`config.mk`:
```
export PLATFORM = sky130hd
export DESIGN_NAME = ccr_timer_routing
export DESIGN_NICKNAME = d
export VERILOG_FILES = /design/src/ccr_pkg.sv /design/src/ccr_capture_edge.sv /design/src/ccr_pwm_out.sv /design/src/ccr_timer_routing.sv
export SDC_FILE = /design/constraint.sdc
export NUM_CORES = 1
export LEC_CHECK = 0
export BUFFER_PORTS_ARGS = -buffer_cell sky130_fd_sc_hd__buf_2
export CORE_UTILIZATION = 40
export DETAILED_ROUTE_END_ITERATION = 16
export GPL_ROUTABILITY_DRIVEN = 0
export HOLD_SLACK_MARGIN = 0.05
export SLEW_MARGIN = 5
export SYNTH_ARGS = -nofsm -noshare
export SYNTH_HDL_FRONTEND = slang
export SYNTH_SLANG_ARGS = --single-unit
```
`constraint.sdc`:
```
create_clock -name core_clk -period 5.7 [get_ports core_clk]
set_input_delay 1.14 -clock core_clk [delete_from_list [all_inputs] [get_ports core_clk]]
set_output_delay 1.14 -clock core_clk [all_outputs]
set_load 0.005 [all_outputs]
```
`src/ccr_pkg.sv`:
```
/*
 * Shared constants and types for the capture/compare/PWM timer routing block.
 * Assumes a single 100 MHz core clock and an active-low asynchronous reset.
 */
package ccr_pkg;

    // Core clock period in nanoseconds.
    localparam int CCR_CLK_PERIOD_NS = 10;

    // Register select: bit 2 picks the unit, bits 1:0 pick the register.
    localparam logic [1:0] CCR_SEL_CONTROL = 2'h0;
    localparam logic [1:0] CCR_SEL_LOW = 2'h1;
    localparam logic [1:0] CCR_SEL_HIGH = 2'h2;
    localparam int CCR_SEL_UNIT_BIT = 2;

    // Reset value of every unit register.
    localparam logic [7:0] CCR_REG_RESET = 8'h00;

    // Field position of the mode nibble in the unit control register.
    localparam int CCR_MODE_MSB = 3;
    localparam int CCR_MODE_LSB = 0;

    // Timer-to-unit select bits from the timer-three control register.
    localparam int CCR_T3SEL_BOTH_BIT = 1;
    localparam int CCR_T3SEL_TWO_BIT = 0;

    // Mode codes held in the mode nibble.
    localparam logic [3:0] CCR_MODE_OFF = 4'h0;
    localparam logic [3:0] CCR_MODE_CAP_FALL = 4'h4;
    localparam logic [3:0] CCR_MODE_CAP_RISE = 4'h5;
    localparam logic [3:0] CCR_MODE_CAP_RISE4 = 4'h6;
    localparam logic [3:0] CCR_MODE_CAP_RISE16 = 4'h7;
    localparam logic [3:0] CCR_MODE_CMP_SET = 4'h8;
    localparam logic [3:0] CCR_MODE_CMP_CLR = 4'h9;
    localparam logic [3:0] CCR_MODE_CMP_FLAG = 4'ha;
    localparam logic [3:0] CCR_MODE_CMP_TRIG = 4'hb;

    // Capture prescaler terminal counts (events minus one).
    localparam logic [3:0] CCR_PRESCALE_4 = 4'h3;
    localparam logic [3:0] CCR_PRESCALE_16 = 4'hf;

    // Capture edge kinds; values equal the low two mode bits.
    typedef enum logic [1:0] {
        CCR_EDGE_FALL = 2'h0,
        CCR_EDGE_RISE = 2'h1,
        CCR_EDGE_RISE4 = 2'h2,
        CCR_EDGE_RISE16 = 2'h3
    } ccr_edge_e;

    // Register set of one unit as software sees it.
    typedef struct packed {
        logic [7:0] control;
        logic [7:0] data_high;
        logic [7:0] data_low;
    } ccr_unit_regs_s;

endpackage : ccr_pkg

```
`src/ccr_capture_edge.sv`:
```
/*
 * Capture event detector for one unit: edge selection and prescaling.
 * Assumes the pin input is already synchronous to core_clk.
 */
`timescale 1ns/1ps
module ccr_capture_edge (
    input wire logic core_clk,
    input wire logic reset_n,
    input wire logic enable,
    input wire ccr_pkg::ccr_edge_e edge_kind,
    input wire logic pin_in,
    output logic capture_pulse
);

    // Previous pin sample and prescaler count.
    logic pin_reg;
    logic pin_next;
    logic [3:0] count_reg;
    logic [3:0] count_next;
    logic pulse_reg;
    logic pulse_next;

    // Detect the chosen edge and count it up through the prescaler.
    always_comb
    begin
        logic rise;
        logic fall;
        rise = pin_in & ~pin_reg;
        fall = ~pin_in & pin_reg;
        pin_next = pin_in;
        count_next = count_reg;
        pulse_next = 1'b0;
        if (!enable)
        begin
            // A disabled unit restarts its prescaler from zero.
            count_next = 4'h0;
        end
        else
        begin
            case (edge_kind)
                ccr_pkg::CCR_EDGE_FALL: pulse_next = fall;
                ccr_pkg::CCR_EDGE_RISE: pulse_next = rise;
                ccr_pkg::CCR_EDGE_RISE4, ccr_pkg::CCR_EDGE_RISE16:
                begin
                    if (rise)
                    begin
                        if ((edge_kind == ccr_pkg::CCR_EDGE_RISE4 &&
                             count_reg == ccr_pkg::CCR_PRESCALE_4) ||
                            count_reg == ccr_pkg::CCR_PRESCALE_16)
                        begin
                            pulse_next = 1'b1;
                            count_next = 4'h0;
                        end
                        else
                        begin
                            count_next = count_reg + 4'h1;
                        end
                    end
                end
                default: pulse_next = 1'b0;
            endcase
        end
    end

    // Register the detector state.
    always_ff @(posedge core_clk or negedge reset_n)
    begin
        if (!reset_n)
        begin
            pin_reg <= 1'b0;
            count_reg <= 4'h0;
            pulse_reg <= 1'b0;
        end
        else
        begin
            pin_reg <= pin_next;
            count_reg <= count_next;
            pulse_reg <= pulse_next;
        end
    end

    assign capture_pulse = pulse_reg;

endmodule : ccr_capture_edge

```
`src/ccr_pwm_out.sv`:
```
/*
 * PWM output stage for one unit, timed by timer two.
 * Assumes timer_two_period pulses once per timer-two period.
 */
`timescale 1ns/1ps
module ccr_pwm_out (
    input wire logic core_clk,
    input wire logic reset_n,
    input wire logic enable,
    input wire logic [7:0] duty_in,
    input wire logic [7:0] timer_two_count,
    input wire logic timer_two_period,
    output logic pwm_level,
    output logic [7:0] duty_active
);

    // Output level and the duty value latched for the running period.
    logic level_reg;
    logic level_next;
    logic [7:0] duty_reg;
    logic [7:0] duty_next;

    // New duty takes effect only at a period boundary, so a write never
    // produces a glitched cycle.
    always_comb
    begin
        level_next = level_reg;
        duty_next = duty_reg;
        if (!enable)
        begin
            level_next = 1'b0;
        end
        else if (timer_two_period)
        begin
            duty_next = duty_in;
            level_next = (duty_in != 8'h00);
        end
        else if (timer_two_count == duty_reg)
        begin
            level_next = 1'b0;
        end
    end

    // Register the output stage.
    always_ff @(posedge core_clk or negedge reset_n)
    begin
        if (!reset_n)
        begin
            level_reg <= 1'b0;
            duty_reg <= 8'h00;
        end
        else
        begin
            level_reg <= level_next;
            duty_reg <= duty_next;
        end
    end

    assign pwm_level = level_reg;
    assign duty_active = duty_reg;

endmodule : ccr_pwm_out

```
`src/ccr_timer_routing.sv`:
```
/*
 * Two capture/compare/PWM units with their timer and pin routing.
 * Assumes timers one, two and three live outside and present their counts
 * synchronous to core_clk; the timer reset and conversion start outputs
 * are one-cycle pulses consumed by those blocks.
 */
`timescale 1ns/1ps

// Notes on behaviour
// - Each unit: readable writable control, data low, high.
// - Capture and compare use timer one or three.
// - PWM modes always run from timer two.
// - Timer-three control select bits pick each time base.
// - Both units run together, may share a timer.
// - No capture on timer one while it counts asynchronously.
// - Unit two pin: select 1 port C, 0 port B.
// - Compare trigger resets the unit's own time base.
// - Unit two trigger also starts a conversion.
// - Capturing units: only unit two may move alone to timer three.
// - Two PWM units share timer two period.
module ccr_timer_routing (
    input wire logic core_clk,
    input wire logic reset_n,
    input wire logic reg_wr,
    input wire logic [2:0] reg_sel,
    input wire logic [7:0] reg_wdata,
    output ccr_pkg::ccr_unit_regs_s unit_one_regs,
    output ccr_pkg::ccr_unit_regs_s unit_two_regs,
    input wire logic [1:0] timer_three_select,
    input wire logic [15:0] timer_one_count,
    input wire logic [15:0] timer_three_count,
    input wire logic [7:0] timer_two_count,
    input wire logic timer_two_period,
    input wire logic timer_one_async,
    input wire logic unit_two_pin_select,
    input wire logic unit_one_in,
    input wire logic port_c_line_one_in,
    input wire logic port_b_line_three_in,
    output logic unit_one_out,
    output logic port_c_line_one_out,
    output logic port_c_line_one_use,
    output logic port_b_line_three_out,
    output logic port_b_line_three_use,
    output logic timer_one_reset,
    output logic timer_three_reset,
    output logic adc_start,
    output logic [1:0] unit_event
);

    // Register sets of both units, index 0 is unit one.
    ccr_pkg::ccr_unit_regs_s regs_reg [2];
    ccr_pkg::ccr_unit_regs_s regs_next [2];

    // Compare output latches and previous-cycle match flags.
    logic [1:0] cmp_reg;
    logic [1:0] cmp_next;
    logic [1:0] match_reg;
    logic [1:0] match_next;

    // Registered pulses towards timers, converter and event watchers.
    logic t1_reset_reg;
    logic t1_reset_next;
    logic t3_reset_reg;
    logic t3_reset_next;
    logic adc_reg;
    logic adc_next;
    logic [1:0] event_reg;
    logic [1:0] event_next;

    // Per-unit decoded view.
    logic [1:0] uses_t3;
    logic [1:0] is_capture;
    logic [1:0] is_compare;
    logic [1:0] is_pwm;
    logic [1:0] cap_pulse;
    logic [1:0] pwm_level;
    logic [1:0] cap_pin;
    ccr_pkg::ccr_edge_e edge_kind [2];

    // Unit two's capture input comes from whichever pin is selected.
    assign cap_pin[0] = unit_one_in;
    assign cap_pin[1] = unit_two_pin_select ? port_c_line_one_in
                                            : port_b_line_three_in;

    // Unit one reads only the both bit, unit two either bit, so two capturing units
    // sit on different timers only with unit one on timer one and unit two on timer three.
    assign uses_t3[0] = timer_three_select[ccr_pkg::CCR_T3SEL_BOTH_BIT];
    assign uses_t3[1] = timer_three_select[ccr_pkg::CCR_T3SEL_BOTH_BIT] |
                        timer_three_select[ccr_pkg::CCR_T3SEL_TWO_BIT];

    // Mode decode and the per-unit capture and PWM stages.
    for (genvar u = 0; u < 2; u++)
    begin : g_unit
        logic [3:0] mode;
        assign mode = regs_reg[u].control[ccr_pkg::CCR_MODE_MSB:ccr_pkg::CCR_MODE_LSB];
        assign is_capture[u] = (mode[3:2] == 2'h1);
        assign is_compare[u] = (mode[3:2] == 2'h2);
        // Both the standard and enhanced PWM codes land here.
        assign is_pwm[u] = (mode[3:2] == 2'h3);
        assign edge_kind[u] = ccr_pkg::ccr_edge_e'(mode[1:0]);

        // Capture event detector.
        ccr_capture_edge u_capture (
            .core_clk(core_clk),
            .reset_n(reset_n),
            .enable(is_capture[u]),
            .edge_kind(edge_kind[u]),
            .pin_in(cap_pin[u]),
            .capture_pulse(cap_pulse[u])
        );

        // PWM stage; both units take the same timer-two signals, so they
        // necessarily share frequency and update instant.
        ccr_pwm_out u_pwm (
            .core_clk(core_clk),
            .reset_n(reset_n),
            .enable(is_pwm[u]),
            .duty_in(regs_reg[u].data_low),
            .timer_two_count(timer_two_count),
            .timer_two_period(timer_two_period),
            .pwm_level(pwm_level[u]),
            .duty_active()
        );
    end

    // Next-state logic for registers, compare latches and pulses.
    always_comb
    begin
        logic [3:0] mode;
        logic [15:0] base;
        logic [15:0] pair;
        logic hit;
        logic sw_hit;
        mode = 4'h0;
        base = 16'h0000;
        pair = 16'h0000;
        hit = 1'b0;
        sw_hit = 1'b0;
        regs_next = regs_reg;
        cmp_next = cmp_reg;
        match_next = 2'h0;
        t1_reset_next = 1'b0;
        t3_reset_next = 1'b0;
        adc_next = 1'b0;
        event_next = 2'h0;
        for (int u = 0; u < 2; u++)
        begin
            mode = regs_reg[u].control[ccr_pkg::CCR_MODE_MSB:ccr_pkg::CCR_MODE_LSB];
            // Capture and compare never see timer two here.
            base = uses_t3[u] ? timer_three_count : timer_one_count;
            pair = {regs_reg[u].data_high, regs_reg[u].data_low};
            sw_hit = reg_wr && (reg_sel[ccr_pkg::CCR_SEL_UNIT_BIT] == u[0]);

            // Software writes land first; hardware below may override.
            if (sw_hit)
            begin
                case (reg_sel[1:0])
                    ccr_pkg::CCR_SEL_CONTROL:
                    begin
                        regs_next[u].control = reg_wdata;
                        // Entering set mode starts low, clear mode starts high.
                        cmp_next[u] = (reg_wdata[ccr_pkg::CCR_MODE_MSB:ccr_pkg::CCR_MODE_LSB]
                                       == ccr_pkg::CCR_MODE_CMP_CLR);
                    end
                    ccr_pkg::CCR_SEL_LOW: regs_next[u].data_low = reg_wdata;
                    ccr_pkg::CCR_SEL_HIGH: regs_next[u].data_high = reg_wdata;
                    default: regs_next[u] = regs_next[u];
                endcase
            end

            // Capture: a capture in the same cycle as a data write wins,
            // so a timestamp is never lost. Timer one in asynchronous
            // counter mode has no stable count to sample, so capture is
            // suppressed on that time base.
            if (is_capture[u] && cap_pulse[u] && (uses_t3[u] || !timer_one_async))
            begin
                regs_next[u].data_high = base[15:8];
                regs_next[u].data_low = base[7:0];
                event_next[u] = 1'b1;
            end

            // Compare: act once when the count first equals the data pair.
            // If both units compare on one time base, a trigger from either
            // resets it for both; that is left to software to avoid.
            hit = is_compare[u] && (base == pair);
            match_next[u] = hit;
            if (hit && !match_reg[u])
            begin
                event_next[u] = 1'b1;
                case (mode)
                    ccr_pkg::CCR_MODE_CMP_SET: cmp_next[u] = 1'b1;
                    ccr_pkg::CCR_MODE_CMP_CLR: cmp_next[u] = 1'b0;
                    ccr_pkg::CCR_MODE_CMP_TRIG:
                    begin
                        // Only the unit's own time base is reset.
                        if (uses_t3[u])
                        begin
                            t3_reset_next = 1'b1;
                        end
                        else
                        begin
                            t1_reset_next = 1'b1;
                        end
                        // Only unit two may launch a conversion.
                        if (u == 1)
                        begin
                            adc_next = 1'b1;
                        end
                    end
                    default: cmp_next[u] = cmp_next[u];
                endcase
            end
        end
    end

    // Register everything computed above; the units are fully independent
    // apart from the shared timer inputs.
    always_ff @(posedge core_clk or negedge reset_n)
    begin
        if (!reset_n)
        begin
            for (int u = 0; u < 2; u++)
            begin
                regs_reg[u] <= '{ccr_pkg::CCR_REG_RESET, ccr_pkg::CCR_REG_RESET,
                                 ccr_pkg::CCR_REG_RESET};
            end
            cmp_reg <= 2'h0;
            match_reg <= 2'h0;
            t1_reset_reg <= 1'b0;
            t3_reset_reg <= 1'b0;
            adc_reg <= 1'b0;
            event_reg <= 2'h0;
        end
        else
        begin
            regs_reg <= regs_next;
            cmp_reg <= cmp_next;
            match_reg <= match_next;
            t1_reset_reg <= t1_reset_next;
            t3_reset_reg <= t3_reset_next;
            adc_reg <= adc_next;
            event_reg <= event_next;
        end
    end

    // Register read-back and pulse outputs.
    assign unit_one_regs = regs_reg[0];
    assign unit_two_regs = regs_reg[1];
    assign timer_one_reset = t1_reset_reg;
    assign timer_three_reset = t3_reset_reg;
    assign adc_start = adc_reg;
    assign unit_event = event_reg;

    // Output levels: PWM level in PWM mode, compare latch otherwise.
    // The use flags only claim the pin function; the pin direction register
    // stays untouched and software must set it for either pin.
    assign unit_one_out = is_pwm[0] ? pwm_level[0] : cmp_reg[0];
    assign port_c_line_one_out = is_pwm[1] ? pwm_level[1] : cmp_reg[1];
    assign port_b_line_three_out = is_pwm[1] ? pwm_level[1] : cmp_reg[1];
    assign port_c_line_one_use = unit_two_pin_select &&
                                 (is_pwm[1] || is_compare[1]);
    assign port_b_line_three_use = !unit_two_pin_select &&
                                   (is_pwm[1] || is_compare[1]);

endmodule : ccr_timer_routing

```
Word-level counts from Yosys, hierarchy flattened
Cells that the tools add are included.
{"block": "word_totals", "ff_bits": 87, "in_bits": 62, "out_inout_bits": 58, "wordCells": 174}
{"block": "classes", "n_addsub": 2, "eq_ne": 35, "muxes": 59, "bitwise_logic": 10, "reduce_logical": 46}
{"op": "two-way mux 16 bit", "n": 6}
{"op": "two-way mux 1 bit", "n": 39}
{"op": "== test 4 bit, second input constant", "n": 9}
{"op": "== test 16 bit", "n": 2}
{"op": "two-way mux 4 bit", "n": 8}
{"op": "AND reduction 2 bit", "n": 10}
{"op": "== test 2 bit, second input constant", "n": 9}
{"op": "== test 8 bit", "n": 2}
{"op": "two-way mux 8 bit", "n": 2}
{"op": "nonzero test 8 bit", "n": 2}
{"op": "logical AND 1 bit", "n": 14}
{"op": "nonzero test 2 bit", "n": 6}
{"op": "== test 2 x 1 -> 1 bit, second input constant", "n": 5}
{"op": "adder 4 x 1 -> 4 bit, second input constant", "n": 2}
{"op": "== test 4 x 2 -> 1 bit, second input constant", "n": 2}
{"op": "!= test 2 bit, second input constant", "n": 4}
{"op": "logical NOT 2 bit", "n": 3}
{"op": "!= test 3 bit, second input constant", "n": 2}
{"op": "case mux 1 bit (3 select lines)", "n": 2}
{"op": "logical OR 1 bit", "n": 5}
{"op": "NOT 1 bit", "n": 5}
{"op": "bitwise AND 1 bit", "n": 4}
{"op": "logical NOT 1 bit", "n": 4}
{"op": "case mux 1 bit (2 select lines)", "n": 2}
{"op": "other kinds (2)", "n": 3}

Depth between registers and ports, before layout
Gate-level depths: netlist of run 1.
{"block": "logic_depth", "ltp_word": 8, "mapped_depth": 9, "ltp_nobuf": 6}

By module
Synthesis of run 1 repeated with hierarchy kept, for this count alone.
{"block": "hier_totals", "cells_unflattened": 505, "hier_area_um2": 5187.5}
{"module": "ccr_timer_routing", "instances": 1, "cells_each": 371, "area_each_um2": 3668.5, "seq_area_each_um2": 1426.4}
{"module": "ccr_pwm_out", "instances": 2, "cells_each": 34, "area_each_um2": 436.7, "seq_area_each_um2": 225.2}
{"module": "ccr_capture_edge", "instances": 2, "cells_each": 33, "area_each_um2": 322.8, "seq_area_each_um2": 150.1}

Worst setup path after synthesis of run 1
OpenSTA, ideal clock, no wires.
{"block": "synth_timing", "path_type": "input -> register", "startpoint": "in timer_three_select[1]", "endpoint": "reg t3_reset_reg (netlist: timer_three_reset)", "setup_ps": 87, "t_arrival_ps": 2904, "required_ps": 5613, "path_slack_ps": 2709, "cell_stages": 7, "path_cell_list": "or2_1 > buf_6 > a31o_1 > a2111oi_4 > nand4_2 > or4_1 > a22oi_1"}
{"block": "synth_between", "elab_chain_cells": 8}
{"item": "from (decl)", "line_no": "ccr_timer_routing.sv:29", "text": "input wire logic [1:0] timer_three_select,"}
{"item": "two-way mux 16 bit", "line_no": "ccr_timer_routing.sv:150", "text": "base = uses_t3[u] ? timer_three_count : timer_one_count;"}
{"item": "== test 16 bit", "line_no": "ccr_timer_routing.sv:185", "text": "hit = is_compare[u] && (base == pair);"}
{"item": "logical AND 1 bit", "line_no": "ccr_timer_routing.sv:185"}
{"item": "logical AND 1 bit", "line_no": "ccr_timer_routing.sv:187", "text": "if (hit && !match_reg[u])"}
{"item": "two-way mux 1 bit", "line_no": "ccr_timer_routing.sv:187"}
{"item": "two-way mux 1 bit", "line_no": "ccr_timer_routing.sv:196", "text": "if (uses_t3[u])"}
{"item": "two-way mux 1 bit", "line_no": "ccr_timer_routing.sv:190", "text": "case (mode)"}
{"item": "two-way mux 1 bit *", "line_no": "ccr_timer_routing.sv:187"}
{"item": "net t3_reset_next", "line_no": "ccr_timer_routing.sv:64", "text": "logic t3_reset_next;"}
{"item": "to (signal assigned)", "line_no": "ccr_timer_routing.sv:240", "text": "t3_reset_reg <= t3_reset_next;"}
{"item": "to (decl)", "line_no": "ccr_timer_routing.sv:63", "text": "logic t3_reset_reg;"}
Mark *: on every way through the listed nets, which the timed path passes. The rest lies on a longest branch.
A chain may end at the register's enable or synchronous reset.

Worst setup path after layout of run 1
Same ends and word-level chain as after synthesis.

==> flow_summary.toml, run 1 <==
[run_status]
status = "finished clean"

[timing]
relSlewSlack = 0.200
final-hold-violation-count = 0
slew_violations = 0
fmax_ghz = 0.267
skew_ns = 0.00621
grt_setup_unrepaired = "false"
period_minus_slack_ns = 3.74
setup_tns_ns = 0
finalCritPeriodShare = 0.657
timing.final.ws_setup_ns = 1.96
worstMarginPinSlew_ns = 1.20
setup_violations = 0

[yosys]
syn_inst = 497
yosys_register_bits = 87
synth_seq_area_share = 0.431
syn_nets = 561
synth_edf_count = 0
syn_area_per_cell_um2 = 10.2
ys_warn_count = 0
ys_async_sr_fraction = 1.00
syn-cell-area_mm2 = 0.00505
ys_dominant_reg_cell = "dfrtp_1"
ys_types = 52

[clock_tree]
numCtsBuffers = 9
cts_root_buffer = "clkbuf_16"
post_cts_buffers = 0
clk_pin_slew_worst_paths_ns = 0.06
cts_tree = "built"
cts.repair.resized = 0
numClockSinks = 87
postCtsHoldBufs = 0
h-tree-depth = 3
clock_latency_ns = 0.35
cts.path.max_buffers = 2

[final_layout]
fill_cells = 1154
area_growth_pct = 21.6
layout_commonest_cell = "buf_2"
drive_above_1_share = 0.344
final_cell_mix = "buf_2 (118), dfrtp_1 (87), mux2_2 (64)"
finish.utilization = 0.505
register_area_mm2 = 0.00218
diodes = 0
multiInputGateArea_mm2 = 0.00275
final_nets = 679

[floorplan]
die_w_um = 114
rows = 40
dieArea_mm2 = 0.0131
start_util = 0.415
die_y_um = 114
ios = 120
core_mm2 = 0.0122

[global_route]
grt_usage = 0.235
antenna_found_initial = 0
grt_first_pass_wirelength_um = 22800
grt_pass1_vias = 4104
grt_max_degree = 58
grt_remaining_overflow = 0

[hold_path]
min_from = "unit_one_regs[23]"
hold_class = "reg2reg"

[routing]
wl_per_cell_um = 18.6
drt_iter0_markers = 212
drc = 0
antenna_left = 0
viasPerCell = 5.40
vias = 4254
routed_wl_um = 14700
firstDrtPassIters = 5

[worst_setup_path]
arrival_ns = 4.01
regToRegSetupSlack_ns = 3.36
worstSetupStartpoint = "timer_three_select[1]"
endpoint_kind = "register"
critical_path_class = "in2reg"
crit_fanout = 31
cp-start-kind = "input port"
r2r_start = "unit_two_regs[4]"
critical_path_required_ns = 5.97

[flow_run]
maxCapViolCount = 0

[power]
comb_power_share = 0.304
internal-power_mw = 1.58
irDropWorstVdd_v = 0.000246
p_sw_frac = 0.335
leakagePower_nw = 2.81
p_total_mw = 2.37
p_clk_frac = 0.273
p_per_area_mw_per_mm2 = 386
pwr-share-seq = 0.422
switching_power_mw = 0.794

[placed_design]
post-dp-hpwl_um = 10900
io_buffers = 119
pre_cts_ws_ns = 1.66
==> cell families (layout without fill, tap and decap cells) <==
| family | count (synthesis) | count (layout) | synth area share |
|---|---|---|---|
| simple gates | 171 | 171 | 0.173 |
| mux | 91 | 91 | 0.196 |
| flops | 87 | 87 | 0.431 |
| compound gates | 74 | 74 | 0.0907 |
| xor+xnor | 45 | 45 | 0.0781 |
| buf+inv | 27 | 150 | 0.0255 |
| fa+ha+maj | 2 | 2 | 0.00496 |
==> final timing paths <==
| check | to | depth (start not counted) |
|---|---|---|
| hold / removal | unit_one_regs[23] | 1 |
| max in group asynchronous | g_unit[0].u_capture.count_reg[1] | 2 |
| min in group asynchronous | g_unit[0].u_capture.pin_reg | 1 |
| hold reg to reg | unit_one_regs[23] | 1 |
| setup / recovery | timer_three_reset | 7 |
| setup reg to reg | timer_three_reset | 6 |
==> power by group through the flow <==
| stage | registers (mW) | logic (mW) | clock network (mW) |
|---|---|---|---|
| after floorplan | 0.955 | 0.465 | 0 |
| after global placement | 1.01 | 0.709 | 0 |
| after detailed placement | 1.01 | 0.723 | 0 |
| after CTS | 1.00 | 0.728 | 0.662 |
| after global routing | 1.03 | 0.800 | 0.682 |
| final | 1.00 | 0.722 | 0.649 |
==> through the flow <==
stage,cells,area (um2),hold slack [ns]
2_1_floorplan,497,5050,0.469
3_3_place_gp,772,5810,0.489
3_5_place_dp,772,5810,0.490
4_1_cts,788,6140,0.512
5_1_grt,788,6140,0.537
6_report,788,6140,0.511
==> Yosys cell counts, types with 3 or more instances <==
cell,instances,area (um2)
a21oi_1,22,110
a31oi_1,11,68.8
buf_2,4,20.0
clkbuf_1,9,33.8
dfrtp_1,87,2180
inv_1,10,37.5
mux2_2,64,721
mux2i_1,27,270
nand2_1,57,214
nand2b_1,6,37.5
nand3_1,13,65.1
nor2_1,32,120
nor2b_1,5,31.3
nor3_1,11,55.1
nor3b_1,5,37.5
nor4_1,12,75.1
nor4b_1,3,26.3
o21ai_0,25,125
or3_1,6,37.5
xnor2_1,26,228
xor2_1,19,166
==> final cells by class <==
| type | count | area share |
|---|---|---|
| Clock inverter | 5 | 0.0132 |
| Inverter | 10 | 0.00611 |
| Multi-Input combinational cell | 383 | 0.449 |
| Sequential cell | 87 | 0.355 |
| Tap cell | 168 | 0.0342 |
| Timing Repair Buffer | 124 | 0.104 |
| Clock buffer | 11 | 0.0395 |
==> per-layer routing <==
| layer | vias up | part of all wire | track usage |
|---|---|---|---|
| met5 | - | 0 | 0 |
| met1 | 2068 | 0.45 | 0.313 |
| li1 | 2015 | - | - |
| met3 | 20 | 0.058 | 0.0476 |
| met4 | 0 | 0.021 | 0.0779 |
| met2 | 151 | 0.47 | 0.384 |
==> worst max-delay path, stage by stage <==
cell and delay, ns:
buf_2 0.55, or2_1 0.69, mux2i_1 0.28, a2111oi_4 0.41, nand4_2 0.20, or4_1 0.54, a22oi_1 0.19
(Power assumes the default switching activity.)
==> run 2: changes to the inputs <==
clock period = 3.1 ns   (was 5.7 ns; I/O delays follow)
==> run 2 against run 1 <==
Clock skew about the same. Via count up 0.80%. Total power up 89%. Register-to-register slack worse by 2.5 ns. Setup slack worse by 1.4 ns. Die area unchanged.
==> flow_summary.toml, run 2 (synthesis results as in run 1) <==
[run_status]
status = "finished clean"

[worst_setup_path]
r2r_start = "unit_two_regs[19]"
crit_fanout = 9
regToRegSetupSlack_ns = 0.84
arrival_ns = 2.84
reg2reg_depth = 6
critical_path_required_ns = 3.37
critical_path_class = "in2reg"
rr_endpoint = "timer_three_reset"
endpoint_kind = "register"
cp-start-kind = "input port"

[timing]
setup_tns_ns = 0
setup_violations = 0
finalCritPeriodShare = 0.830
slew_violations = 0
period_minus_slack_ns = 2.57
skew_ns = 0.00661
timing.final.ws_setup_ns = 0.527
timing.hold.ws_ns = 0.324
fmax_ghz = 0.389
relSlewSlack = 0.357
grt_setup_unrepaired = "false"
worstMarginPinSlew_ns = 0.962
final-hold-violation-count = 0

[final_layout]
final_nets = 688
diodes = 0
drive_above_1_share = 0.353
fill_cells = 1155
finalInstanceArea_mm2 = 0.00624
layout_commonest_cell = "buf_2"
finalNonFillerCells = 797
final_cell_mix = "buf_2 (118), dfrtp_1 (87), mux2_2 (64)"
area_growth_pct = 23.6

[floorplan]
die_w_um = 114
start_util = 0.415
dieArea_mm2 = 0.0131
ios = 120
core_mm2 = 0.0122
rows = 40
die_y_um = 114

[hold_path]
hold_class = "in2async"

[routing]
routed_wl_um = 14700
viasPerCell = 5.38
wl_per_cell_um = 18.5
wl_met3_um = 809
top_layer = "met4"
firstDrtPassIters = 5
met1_length_um = 6690
drc = 0
antenna_left = 0
dr_wl_met2_um = 6840
vias = 4288
drt_iter0_markers = 218

[clock_tree]
numCtsBuffers = 9
post_cts_buffers = 0
cts_root_buffer = "clkbuf_16"
cts.repair.resized = 0
postCtsHoldBufs = 0
cts.path.max_buffers = 2
numClockSinks = 87
h-tree-depth = 3
cts_tree = "built"
clock_latency_ns = 0.35
clk_pin_slew_worst_paths_ns = 0.07

[global_route]
grt_usage = 0.240
antenna_found_initial = 0
grt_pass1_vias = 4276
grt_first_pass_wirelength_um = 23200
grt_max_degree = 53
grt_remaining_overflow = 0

[placed_design]
io_buffers = 119
placedInstanceArea_mm2 = 0.00589
placed_cells = 781
pre_cts_ws_ns = 0.215
post-dp-hpwl_um = 11000

[power]
p_per_area_mw_per_mm2 = 717
irDropWorstVdd_v = 0.000387
leakagePower_nw = 2.87

[flow_run]
maxCapViolCount = 0
## run 2: cell count changes in the layout (fill, tap and decap cells not counted)
cell,previous run,this run
buf_12,0,1
inv_6,0,1
buf_4,6,14
clkinvlp_4,1,0
clkinv_4,1,0
bufinv_16,2,3
## run 2: layout make-up
cell class / instances / area (um2) / share of cell area
inverters: 10 / 37.5 / 0.00601
multi-input cells: 383 / 2750 / 0.441
clock buffers: 11 / 243 / 0.0389
well taps: 168 / 210 / 0.0337
flip-flops and latches: 87 / 2180 / 0.349
repair buffers: 133 / 716 / 0.115
clock inverters: 5 / 104 / 0.0166
## run 2: layer usage
layer	vias up	GRT usage
met2	149	0.390
met4	0	0.0892
met5	-	0
met3	24	0.0455
li1	2036	-
met1	2079	0.318
## run 2: how the worst max path moves through the flow
stage / cells past startpoint / endpoint / from / slack [ns]
after global placement: 8 / timer_three_reset / timer_three_select[1] / 0.25
after CTS: 8 / timer_three_reset / timer_three_select[1] / 0.57
after floorplan: 7 / timer_three_reset / timer_three_select[1] / 0.63
after detailed placement: 8 / timer_three_reset / timer_three_select[1] / 0.22
final: 8 / timer_three_reset / timer_three_select[1] / 0.53
after global routing: 8 / timer_three_reset / timer_three_select[1] / 0.38
## run 2: stage by stage
step	util	total power [mW]
6_report	0.513	4.47
3_5_place_dp	0.485	3.20
5_1_grt	0.513	4.75
3_3_place_gp	0.485	3.17
4_1_cts	0.513	4.49
2_1_floorplan	-	2.61
## run 2: critical path: stages
cell     delay [ns]
buf_2          0.19
or2_1          0.36
buf_4          0.24
mux2i_1        0.27
xor2_1         0.24
nand4_2        0.20
or4_1          0.54
a22oi_1        0.19
## run 2: report_power, final
group          leakage (nW)  internal, mW  switching, mW
logic                  1.63         0.731          0.612
registers              1.08          1.45          0.393
clock network         0.170         0.812          0.473
total                  2.87          3.00           1.48
==> run 3: changes to the inputs <==
clock period = 2.3 ns   (was 3.1 ns; I/O delays follow)
==> run 3 against run 2 <==
Non-clock buffer count grew 41. Clock power grew 9%. Setup slack lost 0.44 ns. Routed wire length grew 2.1%. Combinational power grew 49%. Count of clock-buffer cells in the layout grew 3. Largest cell class unchanged. Via count grew 3.7%. Global-route usage grew 0.28 points. Utilization grew 2.5 points. Worst hold slack lost 0.21 ns. Register-to-register slack lost 0.70 ns.
==> flow_summary.toml, run 3 (synthesis results as in run 1) <==
[routing]
drc = 0
drt_iter0_markers = 232
viasPerCell = 5.31
routed_wl_um = 15000
firstDrtPassIters = 5
wl_per_cell_um = 17.9
vias = 4448
antenna_left = 0

[floorplan]
start_util = 0.415
rows = 40
ios = 120
die_y_um = 114
die_w_um = 114
dieArea_mm2 = 0.0131
core_mm2 = 0.0122

[clock_tree]
numClockSinks = 87
postCtsHoldBufs = 0
numCtsBuffers = 9
h-tree-depth = 3
cts.path.max_buffers = 2
cts_root_buffer = "clkbuf_16"
clock_latency_ns = 0.34
cts_tree = "built"
clk_pin_slew_worst_paths_ns = 0.06

[global_route]
grt_max_degree = 42
grt_first_pass_wirelength_um = 23500
grt_usage = 0.243
grt_remaining_overflow = 0
antenna_found_initial = 0
grt_pass1_vias = 4400

[worst_setup_path]
cp_cell_sequence = "buf_2 > buf_4 > or3b_2 > nand3_1 > and4bb_2 > nand4_2 > or4_1 > a22oi_1"
cp-start-kind = "input port"
arrival_ns = 2.47
endpoint_kind = "register"
cp_top_family = "simple AND/OR/NAND/NOR gates"
crit_fanout = 8
path_buf_inv = 2
critical_path_class = "in2reg"
critical_path_required_ns = 2.56
cp_slowest_cell = "or4_1"
regToRegSetupSlack_ns = 0.14
cpPeakStageDelay_ns = 0.54

[flow_run]
maxCapViolCount = 0

[final_layout]
area_growth_pct = 29.6
finish.utilization = 0.538
fill_cells = 1111
drive_above_1_share = 0.404
layout_commonest_cell = "buf_2"
final_nets = 729
diodes = 0
final_cell_mix = "buf_2 (118), dfrtp_1 (87), mux2_2 (64)"
finalNonFillerCells = 838

[power]
p_sw_frac = 0.343
p_clk_frac = 0.240
comb_power_share = 0.343
pwr-share-seq = 0.418
leakagePower_nw = 3.03
internal-power_mw = 3.84
switching_power_mw = 2.01
irDropWorstVdd_v = 0.000365
p_per_area_mw_per_mm2 = 894

[timing]
finalCritPeriodShare = 0.963
setup_violations = 0
worstMarginPinSlew_ns = 0.579
fmax_ghz = 0.452
slew_violations = 0
grt_setup_unrepaired = "false"
relSlewSlack = 0.614
final-hold-violation-count = 0
skew_ns = 0.00537
period_minus_slack_ns = 2.21

[placed_design]
placed_cells = 822
io_buffers = 119
post-dp-hpwl_um = 11500

[hold_path]
hold_class = "in2async"

[run_status]
status = "finished clean"
-- run 3: cell count changes in the layout (fill, tap and decap cells not counted), sizes merged --
cell / previous run / this run
buf: 133 / 174
bufinv: 3 / 0
clkbuf: 11 / 14
clkinv: 1 / 0
clkinvlp: 0 / 2
inv: 11 / 10
-- run 3: per-layer routing --
metal / GRT usage / up-vias / share of wire / wire [um]
met4: 0.0987 / 0 / 0.024 / 365
met3: 0.0434 / 27 / 0.052 / 784
met5: 0 / - / 0 / 0
met1: 0.327 / 2156 / 0.46 / 6900
li1: - / 2119 / - / -
met2: 0.387 / 146 / 0.46 / 6970
-- run 3: area by class of cell --
class,count,area (um2),share of cell area
multi-input cells,383,2800,0.428
flip-flops and latches,87,2180,0.333
repair buffers,174,1040,0.158
clock buffers,14,264,0.0404
well taps,168,210,0.0321
inverters,10,37.5,0.00574
clock inverters,2,15.0,0.00230
-- run 3: path summary, 6_finish.rpt --
path / from / to / cells past startpoint
min in group core_clk: unit_one_in / g_unit[0].u_capture.pin_reg / 1
hold / removal: reset_n / g_unit[0].u_capture.pin_reg / 1
max in group asynchronous: reset_n / g_unit[0].u_pwm.duty_active[6] / 2
setup / recovery: timer_three_select[1] / timer_three_reset / 8
hold reg to reg: unit_one_regs[23] / unit_one_regs[23] / 1
setup reg to reg: unit_two_regs[8] / timer_three_reset / 6
-- run 3: per-stage QoR --
step | worst slack [ns] | cell area [um2] | power, mW | hold slack (ns) | setup TNS [ns]
global route | 0.000407 | 6540 | 6.20 | 0.146 | 0
CTS | 0.0319 | 6490 | 5.85 | 0.136 | 0
detailed placement | -0.323 | 6210 | 4.44 | 0.495 | -1.40
finish | 0.0857 | 6540 | 5.85 | 0.113 | 0
global placement | -0.221 | 6210 | 4.39 | 0.489 | -0.965
floorplan | 0.0180 | 5050 | 3.52 | 0.164 | 0
-- run 3: timing repair --
action                                  in CTS  in global routing
endpoints found under the setup margin       0                  4
buffers inserted                             0                  0
resized for setup                            0                 11
-- run 3: worst register-to-register path: stages (launching register included) --
cell       delay [ns]
dfrtp_1          0.43
nor4b_1          0.17
a31o_1           0.21
a2111oi_4        0.34
nand4_2          0.19
or4_1            0.54
a22oi_1          0.20
-- run 3: power groups by stage --
| stage | Sequential, mW | Combinational [mW] | Clock [mW] |
|---|---|---|---|
| after floorplan | 2.37 | 1.15 | 0 |
| after global placement | 2.45 | 1.94 | 0 |
| after detailed placement | 2.47 | 1.97 | 0 |
| after CTS | 2.44 | 1.99 | 1.42 |
| after global routing | 2.50 | 2.21 | 1.49 |
| final | 2.44 | 2.00 | 1.40 |
